File: src/tws_params.svh
`ifndef TWS_PARAMS_SVH
`define TWS_PARAMS_SVH

// ----------------------------------------
// Register map (byte addresses)
// ----------------------------------------
`define TWS_ADDR_W 16
`define TWS_OFF_MODE 16'hFF80
`define TWS_OFF_CLKSEL 16'hFF81
`define TWS_OFF_TXBUF 16'hFF82
`define TWS_OFF_SHIFT 16'hFF83
`define TWS_OFF_FLAG 16'hFF84

// ----------------------------------------
// Field positions
// ----------------------------------------
`define TWS_MODE_EN 7
`define TWS_MODE_TRMD 6
`define TWS_MODE_DIR 4
`define TWS_MODE_BUSY 0
`define TWS_CS_CKP 4
`define TWS_CS_DAP 3
`define TWS_FLAG_DONE 0

// ----------------------------------------
// Values and counts
// ----------------------------------------
`define TWS_RST_BYTE 8'h00
`define TWS_CKS_SLAVE 3'h7
`define TWS_EDGE_LAST 4'hF
`define TWS_DIV_W 7

`endif

File: src/tws_pkg.sv
package tws_pkg;

    // Transfer sequencer states, Gray coded along idle -> first -> shift
    typedef enum logic [1:0] {
        tws_idle = 2'b00,
        tws_first = 2'b01,
        tws_shift = 2'b11
    } tws_state_t;

endpackage

File: src/tws_sck_unit.sv
`timescale 1ns/1ps
`include "tws_params.svh"

// Serial clock source: divider in master mode, pin edge finder in slave mode.
// Levels are normalised so that the idle level is always high.
module tws_sck_unit #(
    parameter int DIV_W = `TWS_DIV_W
) (
    input wire logic core_clk,
    input wire logic nrst,
    input wire logic run,
    input wire logic master,
    input wire logic [2:0] cks,
    input wire logic ckp,
    input wire logic sck_pin,
    output logic lead,
    output logic trail,
    output logic lvl
);

    // ----------------------------------------
    // Pin synchroniser
    // ----------------------------------------
    logic s1; // First stage, read only by s2
    logic s2; // Second stage
    logic s3; // Previous sample for edge finding
    logic norm2; // Normalised current level
    logic norm3; // Normalised previous level

    // Three flops: two for metastability, one for the edge compare
    always_ff @(posedge core_clk) begin
        if (!nrst) begin
            s1 <= 1'b0;
            s2 <= 1'b0;
            s3 <= 1'b0;
        end else begin
            s1 <= sck_pin;
            s2 <= s1;
            s3 <= s2;
        end
    end

    // Polarity folded in so idle reads high
    assign norm2 = s2 ^ ckp;
    assign norm3 = s3 ^ ckp;

    // ----------------------------------------
    // Master divider
    // ----------------------------------------
    logic [DIV_W-1:0] cnt; // Half-period counter
    logic [DIV_W-1:0] half; // Half period in core cycles
    logic tick; // Half period elapsed
    logic mlvl; // Generated normalised level

    // Half period is 2^cks core cycles: clock is core/2^(cks+1)
    assign half = DIV_W'(1) << cks;
    assign tick = (cnt == half - DIV_W'(1));

    // Divider runs only during a master transfer; otherwise parks at idle
    always_ff @(posedge core_clk) begin
        if (!nrst || !run || !master) begin
            cnt <= '0;
            mlvl <= 1'b1;
        end else if (tick) begin
            cnt <= '0;
            mlvl <= ~mlvl;
        end else begin
            cnt <= cnt + DIV_W'(1);
        end
    end

    // Lead is the falling normalised edge, trail the rising one
    assign lead = run & (master ? (tick & mlvl) : (norm3 & ~norm2));
    assign trail = run & (master ? (tick & ~mlvl) : (~norm3 & norm2));
    assign lvl = mlvl;

endmodule

File: src/tws_serial_port.sv
// The implementer's own choice: the plain strobed port.
`timescale 1ns/1ps
`include "tws_params.svh"

// Contract
// - Enable clear stops transfers, frees pins
// - Enable clear resets busy and shifter
// - Mode register resets to zero
// - Exactly eight bits per transfer, clocked
// - Transmit mode: buffer write starts duplex transfer
// - Receive mode: shifter read starts reception
// - Busy flag set on start
// - Eighth bit sets done flag, clears busy
// - Link has clock, out, in lines
// - Phase zero: launch first edge, load next
// - Later bits launch from shifter on each launch edge
// - Phase one: first bit launched at strobe
// - Receive mode holds output low
// - Output keeps last bit after transfer
module tws_serial_port #(
    parameter int DIV_W = `TWS_DIV_W
) (
    input wire logic core_clk,
    input wire logic nrst,
    input wire logic [`TWS_ADDR_W-1:0] addr,
    input wire logic [7:0] wdata,
    input wire logic wr_stb,
    input wire logic rd_stb,
    output logic [7:0] rdata,
    input wire logic sck_i,
    output logic sck_o,
    output logic sck_oe,
    input wire logic si_i,
    output logic so_o,
    output logic so_oe,
    output logic busy,
    output logic done_flag
);

    // ----------------------------------------
    // Control state
    // ----------------------------------------
    logic en; // Port enable
    logic trmd; // Transmit mode
    logic dir; // LSB first when high
    logic ckp; // Clock polarity
    logic dap; // Data phase
    logic [2:0] cks; // Clock source select
    logic [7:0] txbuf; // Transmit buffer
    logic [7:0] shreg; // Serial shift register
    logic so_latch; // Serial output latch
    logic [3:0] ec; // Serial clock edges seen
    tws_pkg::tws_state_t state; // Sequencer state

    // ----------------------------------------
    // Input synchroniser for the data pin
    // ----------------------------------------
    logic si_s1; // First stage, read only by si_s2
    logic si_s2; // Usable sample

    // Two flops before any logic looks at the data pin
    always_ff @(posedge core_clk) begin
        if (!nrst) begin
            si_s1 <= 1'b0;
            si_s2 <= 1'b0;
        end else begin
            si_s1 <= si_i;
            si_s2 <= si_s1;
        end
    end

    // ----------------------------------------
    // Address decode
    // ----------------------------------------
    logic wr_mode; // Mode register write
    logic wr_cs; // Clock selection write
    logic wr_tx; // Transmit buffer write
    logic wr_flag; // Done flag write
    logic rd_sh; // Shift register read

    assign wr_mode = wr_stb && (addr == `TWS_OFF_MODE);
    assign wr_cs = wr_stb && (addr == `TWS_OFF_CLKSEL);
    assign wr_tx = wr_stb && (addr == `TWS_OFF_TXBUF);
    assign wr_flag = wr_stb && (addr == `TWS_OFF_FLAG);
    assign rd_sh = rd_stb && (addr == `TWS_OFF_SHIFT);

    // ----------------------------------------
    // Transfer triggers
    // ----------------------------------------
    logic start_tx; // Duplex start
    logic start_rx; // Receive-only start
    logic start; // Any start
    logic master; // Device makes the clock

    // Triggers while busy are dropped; software must wait anyway
    assign start_tx = wr_tx & en & trmd & ~busy;
    assign start_rx = rd_sh & en & ~trmd & ~busy;
    assign start = start_tx | start_rx;

    // Only the all-ones select makes us a slave
    assign master = (cks != `TWS_CKS_SLAVE);

    // ----------------------------------------
    // Serial clock source
    // ----------------------------------------
    logic lead; // Falling normalised edge
    logic trail; // Rising normalised edge
    logic mlvl; // Master normalised level

    tws_sck_unit #(
        .DIV_W(DIV_W)
    ) u_sck (
        .core_clk(core_clk),
        .nrst(nrst),
        .run(busy),
        .master(master),
        .cks(cks),
        .ckp(ckp),
        .sck_pin(sck_i),
        .lead(lead),
        .trail(trail),
        .lvl(mlvl)
    );

    // ----------------------------------------
    // Edge roles and bit helpers
    // ----------------------------------------
    logic samp; // Capture edge
    logic launch; // Output edge
    logic edge_any; // Either edge
    logic last; // Sixteenth edge
    logic [7:0] src; // Byte being shifted

    // Phase picks which edge captures and which launches
    assign samp = dap ? lead : trail;
    assign launch = dap ? trail : lead;
    assign edge_any = lead | trail;
    assign last = edge_any && (ec == `TWS_EDGE_LAST);

    // Until the first capture, data still comes from the buffer
    assign src = (state == tws_pkg::tws_first) ? txbuf : shreg;

    // Bit leaving first in the chosen order
    function automatic logic out_bit(input logic [7:0] x, input logic lsb);
        out_bit = lsb ? x[0] : x[7];
    endfunction

    // Shift one place, inserting the captured bit
    function automatic logic [7:0] shift_in(input logic [7:0] x, input logic b,
                                            input logic lsb);
        shift_in = lsb ? {b, x[7:1]} : {x[6:0], b};
    endfunction

    // ----------------------------------------
    // Configuration registers
    // ----------------------------------------

    // Mode register; the busy bit is read-only and ignored here
    always_ff @(posedge core_clk) begin
        if (!nrst) begin
            en <= 1'b0;
            trmd <= 1'b0;
            dir <= 1'b0;
        end else if (wr_mode) begin
            en <= wdata[`TWS_MODE_EN];
            trmd <= wdata[`TWS_MODE_TRMD];
            dir <= wdata[`TWS_MODE_DIR];
        end
    end

    // Clock selection; written while enabled is taken as is
    always_ff @(posedge core_clk) begin
        if (!nrst) begin
            ckp <= 1'b0;
            dap <= 1'b0;
            cks <= 3'h0;
        end else if (wr_cs) begin
            ckp <= wdata[`TWS_CS_CKP];
            dap <= wdata[`TWS_CS_DAP];
            cks <= wdata[2:0];
        end
    end

    // Transmit buffer
    always_ff @(posedge core_clk) begin
        if (!nrst) begin
            txbuf <= `TWS_RST_BYTE;
        end else if (wr_tx) begin
            txbuf <= wdata;
        end
    end

    // ----------------------------------------
    // Transfer sequencer
    // ----------------------------------------

    // Disable clears busy and edge count at once; the reset is taken
    // synchronously here, so it lands on the next core clock edge
    always_ff @(posedge core_clk) begin
        if (!nrst || !en) begin
            state <= tws_pkg::tws_idle;
            busy <= 1'b0;
            ec <= 4'h0;
        end else begin
            case (state)
                tws_pkg::tws_idle: begin
                    if (start) begin
                        state <= tws_pkg::tws_first;
                        busy <= 1'b1;
                        ec <= 4'h0;
                    end
                end
                tws_pkg::tws_first: begin
                    if (edge_any) begin
                        ec <= ec + 4'h1;
                    end
                    if (samp) begin
                        state <= tws_pkg::tws_shift;
                    end
                end
                tws_pkg::tws_shift: begin
                    if (edge_any) begin
                        ec <= ec + 4'h1;
                    end
                    if (last) begin
                        state <= tws_pkg::tws_idle;
                        busy <= 1'b0;
                        ec <= 4'h0;
                    end
                end
                default: begin
                    state <= tws_pkg::tws_idle;
                    busy <= 1'b0;
                    ec <= 4'h0;
                end
            endcase
        end
    end

    // ----------------------------------------
    // Shift register
    // ----------------------------------------

    // Capture edge: first one loads the buffer and shifts in one go
    always_ff @(posedge core_clk) begin
        if (!nrst || !en) begin
            shreg <= `TWS_RST_BYTE;
        end else if (busy && samp) begin
            shreg <= shift_in(src, si_s2, dir);
        end
    end

    // ----------------------------------------
    // Output latch
    // ----------------------------------------

    // Phase one takes the first bit from the strobe's own data, since the
    // buffer only lands on that same edge; phase zero waits
    // for the first launch edge. No launch after the final capture.
    always_ff @(posedge core_clk) begin
        if (!nrst || !en) begin
            so_latch <= 1'b0;
        end else if (start && dap) begin
            so_latch <= out_bit(start_tx ? wdata : txbuf, dir);
        end else if (busy && launch && !last) begin
            so_latch <= out_bit(src, dir);
        end
    end

    // ----------------------------------------
    // Done flag
    // ----------------------------------------

    // Set on completion; software writes zero to clear; the set wins
    always_ff @(posedge core_clk) begin
        if (!nrst) begin
            done_flag <= 1'b0;
        end else if (busy && last) begin
            done_flag <= 1'b1;
        end else if (wr_flag && !wdata[`TWS_FLAG_DONE]) begin
            done_flag <= 1'b0;
        end
    end

    // ----------------------------------------
    // Pins
    // ----------------------------------------

    // Clock driven only as master while enabled; idle level from polarity
    assign sck_o = mlvl ^ ckp;
    assign sck_oe = en & master;

    // Receive mode pins the output low; disabled phase-one shows the
    // buffer's first bit, as the latch would pick it up on start
    always_comb begin
        if (!trmd) begin
            so_o = 1'b0;
        end else if (!en && dap) begin
            so_o = out_bit(txbuf, dir);
        end else begin
            so_o = so_latch;
        end
    end

    // Output pin released to port use in stop or receive mode
    assign so_oe = en & trmd;

    // ----------------------------------------
    // Read port
    // ----------------------------------------
    logic [7:0] rd_val; // Selected read value

    // Unmapped addresses read zero
    always_comb begin
        rd_val = 8'h00;
        case (addr)
            `TWS_OFF_MODE: begin
                rd_val[`TWS_MODE_EN] = en;
                rd_val[`TWS_MODE_TRMD] = trmd;
                rd_val[`TWS_MODE_DIR] = dir;
                rd_val[`TWS_MODE_BUSY] = busy;
            end
            `TWS_OFF_CLKSEL: begin
                rd_val[`TWS_CS_CKP] = ckp;
                rd_val[`TWS_CS_DAP] = dap;
                rd_val[2:0] = cks;
            end
            `TWS_OFF_TXBUF: begin
                rd_val = txbuf;
            end
            `TWS_OFF_SHIFT: begin
                rd_val = shreg;
            end
            `TWS_OFF_FLAG: begin
                rd_val[`TWS_FLAG_DONE] = done_flag;
            end
            default: begin
                rd_val = 8'h00;
            end
        endcase
    end

    // Read data valid only in the cycle after the strobe
    always_ff @(posedge core_clk) begin
        if (!nrst) begin
            rdata <= 8'h00;
        end else if (rd_stb) begin
            rdata <= rd_val;
        end else begin
            rdata <= 8'h00;
        end
    end

endmodule

File: config.mk
export PLATFORM = sky130hd
export DESIGN_NAME = tws_serial_port
export DESIGN_NICKNAME = d
export VERILOG_FILES = /design/src/tws_pkg.sv /design/src/tws_sck_unit.sv /design/src/tws_serial_port.sv
export VERILOG_INCLUDE_DIRS = /design/src
export SDC_FILE = /design/constraint.sdc
export NUM_CORES = 1
export LEC_CHECK = 0
export BUFFER_PORTS_ARGS = -buffer_cell sky130_fd_sc_hd__buf_2
export CAP_MARGIN = 20
export CORE_UTILIZATION = 55
export CTS_CLUSTER_SIZE = 30
export DETAILED_ROUTE_END_ITERATION = 10
export PLACE_DENSITY = 0.77
export SLEW_MARGIN = 20
export SYNTH_ARGS = -nofsm -noshare
export SYNTH_HDL_FRONTEND = slang
export SYNTH_SLANG_ARGS = --single-unit
File: constraint.sdc
create_clock -name core_clk -period 3.5 [get_ports core_clk]
set_input_delay 0.35 -clock core_clk [delete_from_list [all_inputs] [get_ports core_clk]]
set_output_delay 0.35 -clock core_clk [all_outputs]
set_load 0.02 [all_outputs]
# Word-level counts from Yosys, hierarchy flattened
# Index checks and enable logic that the tools add are counted.
totals:
  register_bits: 54
  input_bits: 30
  output_inout_bits: 14
  elab_cells: 124
op_classes:
  addsub: 3
  n_eq_ne: 13
  shifts: 1
  mux: 32
  bitwise_logic: 25
  n_reduce_logical: 29
op_table:
  columns: ["operator", "n"]
  rows:
  - ["== test 16 bit (second input constant)", 5]
  - ["two-way mux 8 bit", 3]
  - ["two-way mux 1 bit", 15]
  - ["bitwise AND 1 bit", 14]
  - ["logical AND 1 bit", 13]
  - ["two-way mux 4 bit", 3]
  - ["case mux 2 bit (3 select lines)", 2]
  - ["case mux 4 bit (3 select lines)", 1]
  - ["case mux 3 bit (3 select lines)", 1]
  - ["adder 7 x 1 -> 7 bit (second input constant)", 1]
  - ["== test 7 bit", 1]
  - ["left shift 1 x 3 -> 7 bit (first input constant)", 1]
  - ["subtractor 7 x 1 -> 7 bit (second input constant)", 1]
  - ["logical NOT 1 bit", 6]
  - ["two-way mux 2 bit", 3]
  - ["inequality test 2 bit (second input constant)", 3]
  - ["inverter 1 bit", 6]
  - ["AND reduction 3 bit", 2]
  - ["case mux 1 bit (5 select lines)", 1]
  - ["adder 4 x 1 -> 4 bit (second input constant)", 1]
  - ["== test 4 bit (second input constant)", 1]
  - ["case mux 1 bit (4 select lines)", 1]
  - ["nonzero test 2 bit", 2]
  - ["logical OR 1 bit", 3]
  - ["other kinds (10)", 13]

# Depth between registers and ports, before layout
logic_depth:
  ltp_word: 12
  ltp_mapped: 12
  ltp_nobuf: 9

# Modules after synthesis
# Synthesis repeated with hierarchy kept, for this count alone.
unflattened:
  cells_unflattened: 293
  hier_area_um2: 2842.7
by_module_without_submodules:
  columns: ["module", "instances", "cells_per_inst", "area_each_um2", "seq_area_each_um2"]
  rows:
  - ["tws_serial_port", 1, 225, 2205.9, 860.8]
  - ["tws_sck_unit", 1, 68, 636.9, 220.2]

# Least setup slack after synthesis
# OpenSTA, ideal clock, no wires.
synth_timing:
  path_kind: "register -> register"
  from: "reg cks[1]"
  to: "reg state[1]"
  setup_time_ns: 0.119
  arrival_time_ns: 2.351
  required_ns: 3.381
  path_slack_ns: 1.030
  stages_incl_launch_ff: 11
  n_path_buf: 2
  period_less_slack_ns: 2.470
  cell_sequence: "dfxtp_1 > buf_2 > or3_1 > ha_1 > buf_2 > xor2_1 > o2bb2ai_1 > xnor2_2 > nand4_4 > a21o_1 > o221a_1"
synth_via:
  elab_chain_len: 10
  elab_cells_between_ends: 16
  classes_between: "add/sub: 1; eq/ne: 4; shift: 1; mux: 3; bitwise: 5; reduce/logical: 2"
synth_rtl:
  columns: ["element", "line_no", "rtl"]
  rows:
  - ["from (decl)", "tws_serial_port.sv:48", "logic [2:0] cks;"]
  - ["from (signal assigned)", "tws_serial_port.sv:180", "cks <= wdata[2:0];"]
  - ["left shift 1 x 3 -> 7 bit", "tws_sck_unit.sv:56", "assign half = DIV_W'(1) << cks;"]
  - ["subtractor 7 x 1 -> 7 bit", "tws_sck_unit.sv:57", "assign tick = (cnt == half - DIV_W'(1));"]
  - ["== test 7 bit", "tws_sck_unit.sv:57", null]
  - ["bitwise AND 1 bit, on equally long branches", "tws_sck_unit.sv:73, tws_sck_unit.sv:74", null]
  - ["two-way mux 1 bit, on equally long branches", "tws_sck_unit.sv:73, tws_sck_unit.sv:74", null]
  - ["bitwise AND 1 bit, on equally long branches", "tws_sck_unit.sv:73, tws_sck_unit.sv:74", null]
  - ["bitwise OR 1 bit", "tws_serial_port.sv:137", "assign edge_any = lead | trail;"]
  - ["logical AND 1 bit", "tws_serial_port.sv:138", "assign last = edge_any && (ec == `TWS_EDGE_LAST);"]
  - ["inequality test 2 bit (no line)", null, null]
  - ["AND reduction 3 bit (no line) (*)", null, null]
  - ["to (signal assigned)", "tws_serial_port.sv:201", "state <= tws_pkg::tws_idle;"]
  - ["to (signal assigned)", "tws_serial_port.sv:208", "state <= tws_pkg::tws_first;"]
  - ["to (signal assigned)", "tws_serial_port.sv:218", "state <= tws_pkg::tws_shift;"]
  - ["to (decl)", "tws_serial_port.sv:53", "tws_pkg::tws_state_t state;"]
# Mark *: on every way between the ends. The rest lies on a longest branch, timed or not.
# A chain may end at the register's enable or synchronous reset.

# Final worst setup path
layout_timing:
  from: "reg cks[1]"
  to: "reg shreg[7]"
layout_via:
  elab_chain_len: 8
  elab_cells_between_ends: 12
  classes_between: "add/sub: 1; eq/ne: 2; shift: 1; mux: 3; bitwise: 4; reduce/logical: 1"
layout_rtl:
  columns: ["element", "line_no", "rtl"]
  rows:
  - ["left shift 1 x 3 -> 7 bit", "tws_sck_unit.sv:56", null]
  - ["subtractor 7 x 1 -> 7 bit", "tws_sck_unit.sv:57", null]
  - ["== test 7 bit", "tws_sck_unit.sv:57", null]
  - ["bitwise AND 1 bit, on equally long branches", "tws_sck_unit.sv:74, tws_sck_unit.sv:73", null]
  - ["two-way mux 1 bit, on equally long branches", "tws_sck_unit.sv:74, tws_sck_unit.sv:73", null]
  - ["bitwise AND 1 bit, on equally long branches", "tws_sck_unit.sv:74, tws_sck_unit.sv:73", null]
  - ["two-way mux 1 bit (*)", "tws_serial_port.sv:135", "assign samp = dap ? lead : trail;"]
  - ["logical AND 1 bit (*)", "tws_serial_port.sv:248", "end else if (busy && samp) begin"]
  - ["to (signal assigned)", "tws_serial_port.sv:247", "shreg <= `TWS_RST_BYTE;"]
  - ["to (signal assigned)", "tws_serial_port.sv:249", "shreg <= shift_in(src, si_s2, dir);"]
  - ["to (decl)", "tws_serial_port.sv:50", "logic [7:0] shreg;"]
# Marked as above.

==> out/results.txt <==
The run finished with clean final reports. The count of flip-flops with a built-in enable after synthesis is 0, and the hold violation count in the final report is 0. After detailed placement, the total cell area comes to 3280 µm². After detailed routing, the number of vias per cell comes to 5.88. The tools report the starting DRC count in detailed routing as 187.

After routing, the total negative slack on setup checks comes to 0 ns. For this run, the top clock speed supported by timing is 373 MHz. The portion of the clock cycle consumed by the worst path in the final layout works out to 76.6%. Maximum root-to-sink buffer count: 2. The final layout contains 404 nets. By startpoint and endpoint, the worst setup path is classified as reg -> reg. Summed over all layers, the global routing overflow is 0.

On the worst path, the slowest cell contributes a delay of 0.45 ns. After synthesis, the share of flip-flops with an asynchronous set or reset is 0%. The per-instance average area after synthesis was 9.00 µm²; the number of maximum-capacitance violations was 0.

The worst reg-to-reg setup slack is 0.82 ns. The signal on the critical path passes through or3_1, ha_1, xor2_1, o21ai_0, a311oi_4, nand4_1, nand3_1, a21oi_1. The congestion estimate from routability-driven global placement came to 0.853. Clock-pin slew was measured on the worst setup and hold paths at 0.10 ns. Prior to clock tree synthesis, the placed netlist has a worst setup slack of 0.859 ns. The first-pass detailed-route iteration total is 4. The tools report the max-slew violation count as 0.

The number of flip-flops and latches in the synthesized netlist is 54, and the clock sink count is 54. After clock tree synthesis, the flow added hold-fix buffers numbering 0. After synthesis, flip-flops and latches occupy 35.3% of the total area.

The worst path meets setup with 0.818 ns of slack. The worst min-delay path class was in -> reg. Measured against its own limit, the worst slew margin works out to 56.6%. After synthesis, the netlist uses 63 different library cells. The floorplan step defined a die boundary enclosing 5870 µm². The final setup skew came out at 0.00927 ns.

Summed over its instances, the top area cell type makes up 35.3% of the synthesized netlist area. The minimum clock period works out to 2.68 ns. The via count of the first global-routing pass came out at 2493. The clock tree synthesis step divided the H-tree into 2 levels. For the number of CTS-inserted buffers, the log shows 5. The tools report the number of DRC violations after detailed routing as 0. The logs give 0 for the warning count from the yosys run and 0.202 mV for the worst IR drop on VDD. The number of endpoints failing setup at the final stage was 0.

STA puts the critical path data arrival time at 2.88 ns. TritonCTS built the clock tree. The slowest cell on the critical path is sky130_fd_sc_hd__nand4_1. From synthesis to final layout, the design area changed by 9.93%. The number of nets in the synthesized netlist is 373. By area the synthesized netlist is led by sky130_fd_sc_hd__dfxtp_1 35%, sky130_fd_sc_hd__mux2i_1 11%, sky130_fd_sc_hd__nor2b_1 5.7%. The cell sitting at the root of the clock tree is a sky130_fd_sc_hd__clkbuf_8.

The overall die height came out at 76.6 µm. The tools report the number of placement rows as 26. For the worst setup path, the data required time is 3.69 ns. Dividing total power by cell area gives a power density of 302 nW/µm². The detail route stage leaves a number of antenna-violating nets equal to 0. Post-CTS repair changed the size of 0 cells.

For the starting utilization of the core area, the log shows 58.4%. Synthesis produced a netlist whose cell count is 340. The tools report the critical path startpoint category as a flop.

Entering global routing, the biggest net connects 30 pins. Setup repair after global routing left no endpoint under its margin. Measured along the x axis, the die boundary spans 76.6 µm. 0 antenna diodes ended up in the layout. For the pin with the worst max-slew slack, the measured transition is 0.650 ns. The cell area that synthesis handed to floorplanning was 3060 µm².

Input and output buffers added on the ports amount to 43. In this run the post-CTS setup repair buffer count came out at 0. The post-detailed-route wirelength per cell is 15.7 µm. Cell with the most instances after synthesis: sky130_fd_sc_hd__dfxtp_1. Across every metal layer, demand over resource in global routing totals 25.4%.

The detailed-route via count is 2597. The tools report the half-perimeter wire length of the detailed placement result as 5030 µm. In the final layout, the share of cells above drive strength 1 is 18.5%. The core region is 5240 µm². The clock reaches the later pin of the worst-skew pair after 0.32 ns. For this design the static power due to leakage is 1.26 nW. The critical path capture point type was a flop.

The initial antenna violation count was 0. After synthesis, the most frequently instantiated cells are 54 x sky130_fd_sc_hd__dfxtp_1, 34 x sky130_fd_sc_hd__mux2i_1, 28 x sky130_fd_sc_hd__nor2b_1. The cell taking the most area after synthesis is sky130_fd_sc_hd__dfxtp_1. The logs give 11900 µm for the first-pass GRT wire length and 0.228 ns for the worst slack on hold paths. The final instance area came out at 3360 µm². For this block, the routed nets add up to 6930 µm of wire. The most frequently used flop master after synthesis is sky130_fd_sc_hd__dfxtp_1.

The run gives 44 as the I/O pin total. The highest fanout seen on the critical path works out to 11.
==> registers in the layout, summed over array words and instances (netlist names), 2 cells and up <==
| register | flops |
|---|---|
| ec | 4 |
| u_sck.cnt | 7 |
| state | 2 |
| rdata | 8 |
| txbuf | 8 |
| cks | 3 |
| shreg | 8 |
==> layer usage <==
| layer | vias to the layer above | wire [µm] | track usage [%] |
|---|---|---|---|
| met5 | - | 0 | 0 |
| met4 | 0 | 70 | 7.31 |
| met3 | 7 | 387 | 5.99 |
| met2 | 79 | 3280 | 42.5 |
| met1 | 1226 | 3190 | 32.4 |
| li1 | 1285 | - | - |
==> cell type report <==
class	instances	area [µm²]
repair buffers	43	215
inverters	7	26.3
clock buffers	6	72.6
fillers	453	1870
clock inverters	2	13.8
multi-input cells	260	1870
flip-flops and latches	54	1080
well taps	70	87.6
==> cell families (layout without fill, tap and decap cells) <==
| family | after synthesis | after routing | share of synthesized area (%) |
|---|---|---|---|
| buffers and inverters | 26 | 58 | 3.64 |
| AND/OR/NAND/NOR | 141 | 141 | 27.4 |
| AO/OA/AOI/OAI | 60 | 60 | 13.6 |
| XOR/XNOR | 15 | 15 | 4.78 |
| flip-flops | 54 | 54 | 35.3 |
| multiplexers | 41 | 41 | 14.1 |
| adder cells (fa/ha/maj) | 3 | 3 | 1.23 |
==> final timing paths <==
kind,start,end,cells after the start
max,cks[1],shreg[7],8
max reg2reg,cks[1],shreg[7],8
min,si_i,si_s1,2
min reg2reg,u_sck.s1,u_sck.s2,1
==> where the power goes <==
part	internal (mW)	switching [mW]	total, mW	leakage, nW
Combinational	0.0223	0.0234	0.0457	0.780
Clock	0.142	0.210	0.352	0.0452
Sequential	0.616	0.000852	0.617	0.436
Total	0.780	0.234	1.01	1.26
==> worst max-delay path, delay by kind of cell, from the launching register on <==
kind | cells | cell delay [ns]
AO/OA/AOI/OAI | 3 | 0.59
XOR/XNOR | 1 | 0.14
adder cells (fa/ha/maj) | 1 | 0.31
flip-flops | 1 | 0.42
AND/OR/NAND/NOR | 3 | 1.09
==> per-stage QoR <==
step	utilization (%)	instances	power, mW
floorplan	-	340	0.655
finish	64.2	442	1.01
global route	64.2	442	1.05
global placement	62.6	434	0.676
detailed placement	62.6	434	0.677
CTS	64.2	442	1.02
==> cells in the final DEF (no fill, tap or decap), types with 2 or more instances in the layout <==
cell                       Yosys  final
sky130_fd_sc_hd__dfxtp_1      54     54
sky130_fd_sc_hd__buf_2         5     43
sky130_fd_sc_hd__mux2i_1      34     34
sky130_fd_sc_hd__nor2b_1      28     28
sky130_fd_sc_hd__nor2_1       27     27
sky130_fd_sc_hd__nand3_1      20     20
sky130_fd_sc_hd__nand2_1      18     18
sky130_fd_sc_hd__a21oi_1      13     13
sky130_fd_sc_hd__and2_1        9      9
sky130_fd_sc_hd__o21ai_1       9      9
sky130_fd_sc_hd__xnor2_1       7      7
sky130_fd_sc_hd__mux2_2        6      6
sky130_fd_sc_hd__inv_1         6      6
sky130_fd_sc_hd__xor2_1        6      6
sky130_fd_sc_hd__o21ai_0       6      6
sky130_fd_sc_hd__o22ai_1       6      6
sky130_fd_sc_hd__nand4b_1      5      5
sky130_fd_sc_hd__a31oi_1       5      5
sky130_fd_sc_hd__nand4_1       5      5
sky130_fd_sc_hd__clkbuf_8      0      5
sky130_fd_sc_hd__nand2b_1      3      3
sky130_fd_sc_hd__and3_1        3      3
sky130_fd_sc_hd__and4_1        3      3
sky130_fd_sc_hd__a22oi_1       3      3
sky130_fd_sc_hd__ha_1          3      3
sky130_fd_sc_hd__nand3_2       2      2
sky130_fd_sc_hd__xnor2_2       2      2
sky130_fd_sc_hd__nand3b_1      2      2
sky130_fd_sc_hd__o221a_1       2      2
sky130_fd_sc_hd__a211oi_1      2      2
sky130_fd_sc_hd__nor4_1        2      2
Power figures use the tool's default switching activity.
